`config.mk`:
```
export PLATFORM = sky130hd
export DESIGN_NAME = two_wire_master
export DESIGN_NICKNAME = d
export VERILOG_FILES = /design/src/verilog/pin_sync.v /design/src/verilog/two_wire_master.v
export VERILOG_INCLUDE_DIRS = /design/src /design/src/verilog
export SDC_FILE = /design/constraint.sdc
export NUM_CORES = 1
export LEC_CHECK = 0
export ABC_AREA = 1
export BUFFER_PORTS_ARGS = -buffer_cell sky130_fd_sc_hd__buf_4
export CORE_ASPECT_RATIO = 0.8
export CORE_MARGIN = 3
export CORE_UTILIZATION = 25
export CTS_CLUSTER_DIAMETER = 60
export CTS_CLUSTER_SIZE = 40
export DETAILED_ROUTE_END_ITERATION = 12
export GPL_TIMING_DRIVEN = 0
export PLACE_DENSITY = 0.45
export SYNTH_ARGS = -nofsm -noshare
export SYNTH_HDL_FRONTEND = slang
export SYNTH_SLANG_ARGS = --single-unit
export TNS_END_PERCENT = 5
```
`constraint.sdc`:
```
create_clock -name core_clk -period 2.6 [get_ports core_clk]
set_clock_uncertainty 0.15 [all_clocks]
set_input_delay 0 -clock core_clk [delete_from_list [all_inputs] [get_ports core_clk]]
set_output_delay 0 -clock core_clk [all_outputs]
set_load 0.05 [all_outputs]
```
`src/verilog/two_wire_master_regs.vh`:
```
// Constants for the two-wire bus master that drives the temperature monitor
`ifndef TWO_WIRE_MASTER_REGS_VH
`define TWO_WIRE_MASTER_REGS_VH

// Core clock period
`define CLK_NS 8
// Quarter of an SCL period, fast mode (400 kHz) and high-speed mode
`define FAST_QTR_NS 625
`define HS_QTR_NS 80
// Least times round up to whole clock cycles
`define FAST_QTR_CYC ((`FAST_QTR_NS + `CLK_NS - 1) / `CLK_NS)
`define HS_QTR_CYC ((`HS_QTR_NS + `CLK_NS - 1) / `CLK_NS)

// High-speed master code, upper five bits fixed
`define HS_CODE_TOP 5'h01
`define DIR_WRITE 1'b0
`define DIR_READ 1'b1
`define ACK_BIT 4'h8
`define BIT_INC 4'h1
`define QTR_INC 2'h1
`define QTR_SET_SDA 2'h0
`define QTR_RISE 2'h1
`define QTR_SAMPLE 2'h2
`define QTR_FALL 2'h3
`define BYTE_IDLE 8'hFF

// Target addresses of the monitor variants
`define ADDR_PIN_LOW_LOW 7'h4C
`define ADDR_PIN_HIGH_HIGH 7'h4F
`define ADDR_PIN_FLOAT_FLOAT 7'h2A
`define ADDR_PIN_FLOAT_LOW 7'h1C
`define ADDR_PRESET_FIRST 7'h4C
`define ADDR_PRESET_SECOND 7'h4D

`endif
```
`src/verilog/pin_sync.v`:
```
// Three-stage synchroniser with agreement filter for one bus pin
`timescale 1ns/100ps
module pin_sync #(
   parameter RESET_LEVEL = 1'b1
) (
   input wire core_clk,
   input wire reset,
   input wire pin,
   output reg level
);
   reg meta;
   reg stage2;
   reg stage3;

   always @(posedge core_clk) begin
      if (reset) begin
         meta <= RESET_LEVEL;
         stage2 <= RESET_LEVEL;
         stage3 <= RESET_LEVEL;
         level <= RESET_LEVEL;
      end else begin
         meta <= pin;
         stage2 <= meta;
         stage3 <= stage2;
         // Only a level seen twice counts, which rejects single-cycle spikes
         if (stage2 == stage3) begin
            level <= stage3;
         end
      end
   end
endmodule

```
`src/verilog/two_wire_master.v`:
```
// Two-wire bus master: pointer writes, data writes and reads on the monitor
`timescale 1ns/100ps
`include "two_wire_master_regs.vh"
module two_wire_master #(
   parameter LEN_W = 8,
   parameter HS_CODE_LOW = 3'h0
) (
   input wire core_clk,
   input wire reset,
   input wire cmd_valid,
   output reg cmd_ready,
   input wire [6:0] cmd_addr,
   input wire cmd_read,
   input wire cmd_with_pointer,
   input wire [7:0] cmd_pointer,
   input wire [LEN_W-1:0] cmd_len,
   input wire cmd_hs,
   input wire [7:0] wr_data,
   output reg wr_next,
   output reg [7:0] rd_data,
   output reg rd_valid,
   output reg done,
   output reg nack,
   output reg hs_active,
   input wire scl_in,
   output reg scl_out,
   output reg scl_oe,
   input wire sda_in,
   output reg sda_out,
   output reg sda_oe
);
   localparam integer FAST_QI = `FAST_QTR_CYC - 1;
   localparam integer HS_QI = `HS_QTR_CYC - 1;
   localparam [7:0] FAST_Q = FAST_QI[7:0];
   localparam [7:0] HS_Q = HS_QI[7:0];
   localparam [4:0] ST_IDLE = 5'h01;
   localparam [4:0] ST_START = 5'h02;
   localparam [4:0] ST_BYTE = 5'h04;
   localparam [4:0] ST_STOP = 5'h08;
   localparam [2:0] K_HS = 3'h0;
   localparam [2:0] K_ADDR = 3'h1;
   localparam [2:0] K_PTR = 3'h2;
   localparam [2:0] K_WDATA = 3'h3;
   localparam [2:0] K_RDATA = 3'h4;
   localparam [LEN_W-1:0] LEN_ONE = {{(LEN_W-1){1'b0}}, 1'b1};
   localparam [LEN_W-1:0] LEN_ZERO = {LEN_W{1'b0}};

   reg [4:0] state;
   reg [2:0] kind;
   reg [1:0] qtr;
   reg [7:0] cnt;
   reg [3:0] bit_idx;
   reg [7:0] shreg;
   reg ack_seen;
   reg dir;
   reg [6:0] addr;
   reg want_read;
   reg [7:0] pointer;
   reg [LEN_W-1:0] remain;
   wire scl_level;
   wire sda_level;
   wire stall;
   wire tick;

   pin_sync #(.RESET_LEVEL(1'b1)) scl_sync (
      .core_clk(core_clk),
      .reset(reset),
      .pin(scl_in),
      .level(scl_level)
   );

   pin_sync #(.RESET_LEVEL(1'b1)) sda_sync (
      .core_clk(core_clk),
      .reset(reset),
      .pin(sda_in),
      .level(sda_level)
   );

   // Waiting for SCL to read high lets a slow line or a stretching slave finish rising
   assign stall = (qtr == `QTR_SAMPLE) && !scl_oe && !scl_level;
   assign tick = (state != ST_IDLE) && (cnt == 8'h00) && !stall;

   // Address byte, then direction in the last bit
   function [7:0] addr_byte;
      input [6:0] a;
      input d;
      begin
         addr_byte = {a, d};
      end
   endfunction

   always @(posedge core_clk) begin
      if (reset || state == ST_IDLE) begin
         cnt <= FAST_Q;
      end else if (tick) begin
         cnt <= hs_active ? HS_Q : FAST_Q;
      end else if (!stall) begin
         cnt <= cnt - 8'h01;
      end
   end

   always @(posedge core_clk) begin
      if (reset) begin
         state <= ST_IDLE;
         kind <= K_ADDR;
         qtr <= 2'h0;
         bit_idx <= 4'h0;
         shreg <= `BYTE_IDLE;
         ack_seen <= 1'b1;
         dir <= `DIR_WRITE;
         addr <= 7'h00;
         want_read <= 1'b0;
         pointer <= 8'h00;
         remain <= LEN_ZERO;
         cmd_ready <= 1'b0;
         wr_next <= 1'b0;
         rd_data <= 8'h00;
         rd_valid <= 1'b0;
         done <= 1'b0;
         nack <= 1'b0;
         hs_active <= 1'b0;
         scl_out <= 1'b0;
         scl_oe <= 1'b0;
         sda_out <= 1'b0;
         sda_oe <= 1'b0;
      end else begin
         wr_next <= 1'b0;
         rd_valid <= 1'b0;
         done <= 1'b0;
         if (tick) begin
            qtr <= qtr + `QTR_INC;
         end
         case (state)
            ST_IDLE: begin
               qtr <= 2'h0;
               scl_oe <= 1'b0;
               sda_oe <= 1'b0;
               cmd_ready <= 1'b1;
               if (cmd_valid && cmd_ready) begin
                  cmd_ready <= 1'b0;
                  nack <= 1'b0;
                  addr <= cmd_addr;
                  want_read <= cmd_read;
                  pointer <= cmd_pointer;
                  remain <= cmd_len;
                  // Reads with a new pointer go out as a write first
                  dir <= (cmd_read && !cmd_with_pointer) ? `DIR_READ : `DIR_WRITE;
                  kind <= cmd_hs ? K_HS : K_ADDR;
                  state <= ST_START;
               end
            end
            ST_START: begin
               if (tick) begin
                  case (qtr)
                     `QTR_SET_SDA: sda_oe <= 1'b0;
                     `QTR_RISE: scl_oe <= 1'b0;
                     `QTR_SAMPLE: sda_oe <= 1'b1;
                     default: begin
                        scl_oe <= 1'b1;
                        bit_idx <= 4'h0;
                        shreg <= (kind == K_HS) ? {`HS_CODE_TOP, HS_CODE_LOW} :
                           addr_byte(addr, dir);
                        state <= ST_BYTE;
                     end
                  endcase
               end
            end
            ST_BYTE: begin
               if (tick) begin
                  case (qtr)
                     `QTR_SET_SDA: begin
                        // SDA moves only in the low half of the clock
                        if (bit_idx != `ACK_BIT) begin
                           sda_oe <= ~shreg[7];
                        end else begin
                           sda_oe <= (kind == K_RDATA) && (remain != LEN_ONE);
                        end
                     end
                     `QTR_RISE: scl_oe <= 1'b0;
                     `QTR_SAMPLE: begin
                        if (bit_idx != `ACK_BIT) begin
                           shreg <= {shreg[6:0], sda_level};
                        end else begin
                           ack_seen <= sda_level;
                        end
                     end
                     default: begin
                        scl_oe <= 1'b1;
                        if (bit_idx != `ACK_BIT) begin
                           bit_idx <= bit_idx + `BIT_INC;
                        end else begin
                           // SDA waits for the next quarter; moving it with SCL could fake a stop
                           bit_idx <= 4'h0;
                           case (kind)
                              K_HS: begin
                                 // The master code may go unanswered; the switch holds anyway
                                 hs_active <= 1'b1;
                                 kind <= K_ADDR;
                                 state <= ST_START;
                              end
                              K_ADDR: begin
                                 if (ack_seen) begin
                                    nack <= 1'b1;
                                    state <= ST_STOP;
                                 end else if (dir == `DIR_WRITE) begin
                                    kind <= K_PTR;
                                    shreg <= pointer;
                                 end else if (remain != LEN_ZERO) begin
                                    kind <= K_RDATA;
                                    shreg <= `BYTE_IDLE;
                                 end else begin
                                    state <= ST_STOP;
                                 end
                              end
                              K_PTR: begin
                                 if (ack_seen) begin
                                    nack <= 1'b1;
                                    state <= ST_STOP;
                                 end else if (want_read) begin
                                    dir <= `DIR_READ;
                                    kind <= K_ADDR;
                                    state <= ST_START;
                                 end else if (remain != LEN_ZERO) begin
                                    kind <= K_WDATA;
                                    shreg <= wr_data;
                                    wr_next <= 1'b1;
                                 end else begin
                                    state <= ST_STOP;
                                 end
                              end
                              K_WDATA: begin
                                 remain <= remain - LEN_ONE;
                                 if (ack_seen) begin
                                    nack <= 1'b1;
                                    state <= ST_STOP;
                                 end else if (remain != LEN_ONE) begin
                                    shreg <= wr_data;
                                    wr_next <= 1'b1;
                                 end else begin
                                    state <= ST_STOP;
                                 end
                              end
                              default: begin
                                 rd_data <= shreg;
                                 rd_valid <= 1'b1;
                                 remain <= remain - LEN_ONE;
                                 shreg <= `BYTE_IDLE;
                                 if (remain == LEN_ONE) begin
                                    state <= ST_STOP;
                                 end
                              end
                           endcase
                        end
                     end
                  endcase
               end
            end
            ST_STOP: begin
               if (tick) begin
                  case (qtr)
                     `QTR_SET_SDA: sda_oe <= 1'b1;
                     `QTR_RISE: scl_oe <= 1'b0;
                     `QTR_SAMPLE: sda_oe <= 1'b0;
                     default: begin
                        // Last quarter doubles as bus free time before the next start
                        hs_active <= 1'b0;
                        done <= 1'b1;
                        state <= ST_IDLE;
                     end
                  endcase
               end
            end
            default: state <= ST_IDLE;
         endcase
      end
   end
endmodule

```
Word-level counts from Yosys, hierarchy flattened
Index checks and enable logic that the tools add are counted.
{"block": "classes", "add_sub_neg": 4, "n_eq_ne": 57, "muxes": 108, "n_bitwise": 7, "n_reduce_logical": 44}
{"operator": "$mux 8", "count": 21}
{"operator": "$mux 5", "count": 16}
{"operator": "$ne 4x4->1 const B", "count": 12}
{"operator": "$pmux 8 s2", "count": 3}
{"operator": "$pmux 5 s4", "count": 2}
{"operator": "$mux 1", "count": 37}
{"operator": "$ne 2x2->1 const B", "count": 18}
{"operator": "$pmux 8 s4", "count": 1}
{"operator": "$mux 3", "count": 10}
{"operator": "$ne 3x3->1 const B", "count": 7}
{"operator": "$reduce_and 7->1", "count": 3}
{"operator": "$mux 4", "count": 5}
{"operator": "$sub 8x1->8 const B", "count": 2}
{"operator": "$reduce_and 15->1", "count": 1}
{"operator": "$reduce_and 5->1", "count": 3}
{"operator": "$pmux 1 s2", "count": 7}
{"operator": "$reduce_or 3->1", "count": 4}
{"operator": "$reduce_and 11->1", "count": 1}
{"operator": "$reduce_and 10->1", "count": 1}
{"operator": "$pmux 3 s3", "count": 1}
{"operator": "$eq 8x1->1 const B", "count": 1}
{"operator": "$logic_not 8->1", "count": 1}
{"operator": "$ne 8x1->1 const B", "count": 1}
{"operator": "$pmux 4 s2", "count": 1}
{"operator": "37 further kinds", "count": 61}
{"block": "word_totals", "ff_bits": 80, "input_bits": 39, "out_inout_bits": 18, "wordCells": 249}

Logic depth before layout (Yosys ltp)
{"block": "depth", "word_depth": 9, "mapped_depth": 14}

Hierarchy
A second synthesis with hierarchy kept.
{"block": "unflattened", "hier_cells": 699, "area_unflattened_um2": 4595.7}
{"mod": "two_wire_master", "instances": 1, "cells_each": 669, "area_per_inst_um2": 4337.9, "seq_area_each_um2": 1441.4}
{"mod": "pin_sync", "instances": 2, "cells_each": 15, "area_per_inst_um2": 128.9, "seq_area_each_um2": 80.1}

Worst setup path after synthesis
Ideal clock, no wire load.
{"block": "synth_timing", "path_type": "register -> register", "startpoint": "register scl_oe", "endpoint": "register shreg[0]", "t_arrival_ps": 1667, "setup_slack_ps": 649, "path_stages_with_launch": 11, "n_path_buf": 1, "period_less_slack_ps": 1951, "cell_sequence": "dfxtp_1 > nor2_1 > nand2_2 > nand3_2 > buf_6 > nand2_1 > nand2_2 > nor2_4 > nand2_4 > nand2_1 > nand3_1"}
{"block": "synth_via", "elab_chain_len": 7, "word_cells_on_any_way": 8}
{"element": "from (decl)", "line": "two_wire_master.v:27", "text": "output reg scl_oe,"}
{"element": "from (signal assigned)", "line": "two_wire_master.v:123", "text": "scl_oe <= 1'b0;"}
{"element": "from (signal assigned)", "line": "two_wire_master.v:136", "text": "scl_oe <= 1'b0;"}
{"element": "from (signal assigned)", "line": "two_wire_master.v:156", "text": "`QTR_RISE: scl_oe <= 1'b0;"}
{"element": "$logic_not 1->1 *", "line": "two_wire_master.v:80", "text": "assign stall = (qtr == `QTR_SAMPLE) && !scl_oe && !scl_level;"}
{"element": "$logic_and 1x1->1 * (2 in a row)", "line": "two_wire_master.v:80"}
{"element": "$logic_not 1->1 *"}
{"element": "$logic_and 1x1->1 *", "line": "two_wire_master.v:81", "text": "assign tick = (state != ST_IDLE) && (cnt == 8'h00) && !stall;"}
{"element": "$ne 2x2->1 (no source line)"}
{"element": "$reduce_and 15->1 (no source line) *"}
{"element": "to (signal assigned)", "line": "two_wire_master.v:108", "text": "shreg <= `BYTE_IDLE;"}
{"element": "to (signal assigned)", "line": "two_wire_master.v:161", "text": "shreg <= (kind == K_HS) ? {`HS_CODE_TOP, HS_CODE_LOW} :"}
{"element": "to (signal assigned)", "line": "two_wire_master.v:182", "text": "shreg <= {shreg[6:0], sda_level};"}
{"element": "to (decl)", "line": "two_wire_master.v:53", "text": "reg [7:0] shreg;"}
Mark *: on every way between the ends. The rest lies on a longest branch, timed or not.
A chain may end at the register's enable or synchronous reset.

Worst setup path in the final report
{"block": "layout_timing", "startpoint": "register qtr[1]", "endpoint": "register shreg[2]"}
{"block": "layout_via", "elab_chain_len": 7, "word_cells_on_any_way": 27}
{"element": "from (decl)", "line": "two_wire_master.v:50", "text": "reg [1:0] qtr;"}
{"element": "from (signal assigned)", "line": "two_wire_master.v:131", "text": "qtr <= qtr + `QTR_INC;"}
{"element": "$eq 2x2->1", "line": "two_wire_master.v:154, two_wire_master.v:170"}
{"element": "$logic_and 1x1->1 (2 in a row)", "line": "two_wire_master.v:80"}
{"element": "$logic_not 1->1"}
{"element": "$logic_and 1x1->1", "line": "two_wire_master.v:81"}
{"element": "$ne 2x2->1 (no source line)"}
{"element": "$reduce_and 15->1 (no source line)"}
Several ways; a longest one is shown, not always the timed one. The select of a mux whose other input is x is not followed.

==> run_results.csv <==
group,metric,value,unit
grt,largest_net_degree_at_the_start_of_global_routing,14,
floorplan,initial_utilization,25.8,%
critical_path,worstPathArrival,2.38,ns
power_and_ir_drop,sequentialPowerShare,37.5,%
logic_synthesis,post-synth-top-area-fraction,35.4,%
grt,grt_antenna_before_repair,0,
clocking,clk-insertion-delay-late,0.35,ns
hold_path,hp-class,"in2reg",
drt,drt-vias-per-instance,4.64,
critical_path,worst_ep_required,2.66,ns
critical_path,worst_path_maximum_fanout,9,
drt,routed_wire_length_per_instance,14.8,um
floorplan,boundaryPins,57,
power_and_ir_drop,switching_share,33.4,%
critical_path,crit_path_top_cell_by_count,"nand3_1",
sta,final-setup-viol-count,0,
logic_synthesis,syn-cell-area,4520,um2
clocking,cts.repair_timing.setup_buffer_count,0,
flow_run,cap_violations,0,
critical_path,cp-end-kind,"flop",
critical_path,cpPeakStageDelay,0.40,ns
power_and_ir_drop,intPower,2.54,mW
logic_synthesis,ys_ff_latch,80,
logic_synthesis,synth.largest_area_cell,"dfxtp_1",
cells_and_area,num_antenna_cells,0,
sta,grt_setup_unrepaired,"false",
clocking,htree_num_levels,3,
grt,track_usage,15.2,%
cells_and_area,final_cell_mix,"nand2_1, nor2_1, dfxtp_1, nand3_1, buf_4",
cells_and_area,layout-area-overhead-vs-synth,29.2,%
floorplan,design.die.area,19700,um2
drt,remaining_drc_errors,0,
logic_synthesis,synth.area.top_cells,"dfxtp_1, nand2_1, nor2_1, nand3_1, o21ai_0",
grt,gr-total-overflow,0,
logic_synthesis,synth.avg_cell_area,6.74,um2
grt,grt_pass1_vias,4479,
grt,grt_pass1_wl,23500,um
logic_synthesis,synth.yosys.seq_area_share,35.4,%
clocking,clock_tree.root_cell,"clkbuf_16",
floorplan,core,17500,um2
logic_synthesis,synth_warnings,0,
clocking,post_cts_resized,0,
critical_path,critical_path.slowest_cell,"clkinv_1",
sta,finalCritPeriodShare,89.4,%
sta,finalHoldWorstSlack,0.0285,ns
clocking,tritoncts,"done",
sta,final-max-slew-violation-count,0,
power_and_ir_drop,netSwitchingPower,1.28,mW
clocking,cts_inserted_buffers,9,
sta,max_slew.worst_pin.slew,0.688,ns
clocking,cts_buffer_depth,2,
placement,place.port_buffers,54,
status,status,"complete, no violations",
placement,gp_routability_congestion,0.897,
cells_and_area,commonest_non_fill_non_tap_cell_in_the_layout,"nand2_1",
critical_path,worst-setup-path-type,"reg2reg",
drt,routed-via-count,4626,
logic_synthesis,ys_types,41,
placement,dpl.hpwl,11000,um
clocking,cts.sink_count,80,
logic_synthesis,postSynth.topFlopCell,"dfxtp_1",
drt,post_detailed_route_count_of_antenna_violating_nets,0,
logic_synthesis,ys_async_sr_fraction,0,%
logic_synthesis,synth_edf_count,0,
critical_path,critical_path.startpoint_type,"flop",
floorplan,die_width,156,um
sta,top_achievable_clock_speed,430,MHz
drt,drtIter0Drc,357,
critical_path,timing.critical_path.max_delay_family,"simple AND/OR/NAND/NOR gates",
drt,drtPass1Iterations,5,
drt,wl,14800,um
logic_synthesis,gate_count_post_synth,670,
floorplan,rows,43,
power_and_ir_drop,power_frac_clock,35.7,%
cells_and_area,final_net_count,818,
cells_and_area,fraction_of_layout_cells_with_a_size_suffix_above_1,16.8,%
sta,timing.final.hold_violations,0,
sta,timing.setup.tns,0,ns
floorplan,die_h,126,um
sta,period_minus_slack,2.32,ns
critical_path,cp_num_buf_inv,1,
power_and_ir_drop,static-leakage-power,2.71,nW
power_and_ir_drop,power_density,655,nW/um2
power_and_ir_drop,peakVddDrop,0.000330,V
sta,timing.max_slew.rel_slack,53.8,%
clocking,clk_pin_slew,0.06,ns
critical_path,crit_chain,"ha_1 > clkinv_1 > nand4_1 > o21a_1 > nand3_1 > nor2_4 > nand2_4 > nand2_1 > nand3_1",
power_and_ir_drop,pwr-share-comb,26.8,%
clocking,postCtsHoldBufs,31,
## path summary, 6_finish.rpt
path,slack (ns),cells after the start,start,end
setup / recovery,0.28,9,qtr[1],shreg[2]
hold / removal,0.03,7,wr_data[2],shreg[2]
setup reg to reg,0.28,9,qtr[1],shreg[2]
hold reg to reg,0.26,1,sda_sync.meta,sda_sync.stage2
## worst register-to-register path, cell delays in order (launching register included)
cell      delay (ns)
dfxtp_1         0.36
ha_1            0.21
clkinv_1        0.40
nand4_1         0.30
o21a_1          0.15
nand3_1         0.11
nor2_4          0.25
nand2_4         0.13
nand2_1         0.07
nand3_1         0.06
## per-stage QoR
stage | util [%] | total power, mW | setup WS [ns] | area (um2) | std cells
after floorplan | - | 2.15 | 0.649 | 4530 | 672
after global placement | 29.7 | 2.43 | 0.306 | 5210 | 951
after detailed placement | 29.7 | 2.44 | 0.280 | 5210 | 951
after CTS | 33.3 | 3.86 | 0.272 | 5840 | 998
after global routing | 33.3 | 4.06 | 0.102 | 5840 | 998
final | 33.3 | 3.82 | 0.276 | 5840 | 998
## routing by layer
metal,routed length (um),track usage [%],up-vias
met5,0,0,-
met4,183,4.53,0
met3,886,3.26,12
met2,6140,22.0,126
met1,7570,22.4,2109
li1,-,-,2379
## logic make-up (layout without fill, tap and decap cells)
kind of cell	after synthesis	count (layout)	synth area share (%)
fa+ha+maj	11	11	3.05
compound gates	114	114	13.5
buf+inv	81	182	8.09
simple gates	378	378	38.9
xor+xnor	5	5	0.969
flops	80	80	35.4
other cells	1	3	0.0830
## state kept, by name, indices dropped and copies added, names as in the netlist, 2 cells and up
name	flops
addr	7
bit_idx	4
cnt	8
kind	3
pointer	8
qtr	2
rd_data	8
remain	8
shreg	8
state	5
## layout make-up
cell class                      count  area, um2
Clock buffer                       10        229
Sequential cell                    80       1600
Multi-Input combinational cell    511       2560
Clock inverter                      6       83.8
Buffer                             22        141
Timing Repair Buffer               85        716
Inverter                           59        224
Fill cell                        1937      11700
Tap cell                          225        282
## power by group through the flow
stage	Combinational, mW	Sequential, mW	Clock, mW
after global placement	0.972	1.46	0
after detailed placement	0.981	1.46	0
after floorplan	0.659	1.49	0
final	1.02	1.43	1.36
after global routing	1.15	1.45	1.46
after CTS	1.02	1.43	1.40
## cells in the mapped netlist, types with 4 or more instances
cell type,instances
a21oi_1,42
buf_2,5
buf_4,4
buf_6,5
clkbuf_1,8
dfxtp_1,80
ha_1,11
inv_1,52
nand2_1,136
nand2_2,7
nand3_1,69
nand3_2,4
nand4_1,9
nor2_1,114
nor2_2,8
nor2_4,4
nor3_1,6
o21ai_0,50
o21ai_1,10
or2_2,10
No activity file was read; power rests on OpenSTA's default activity.
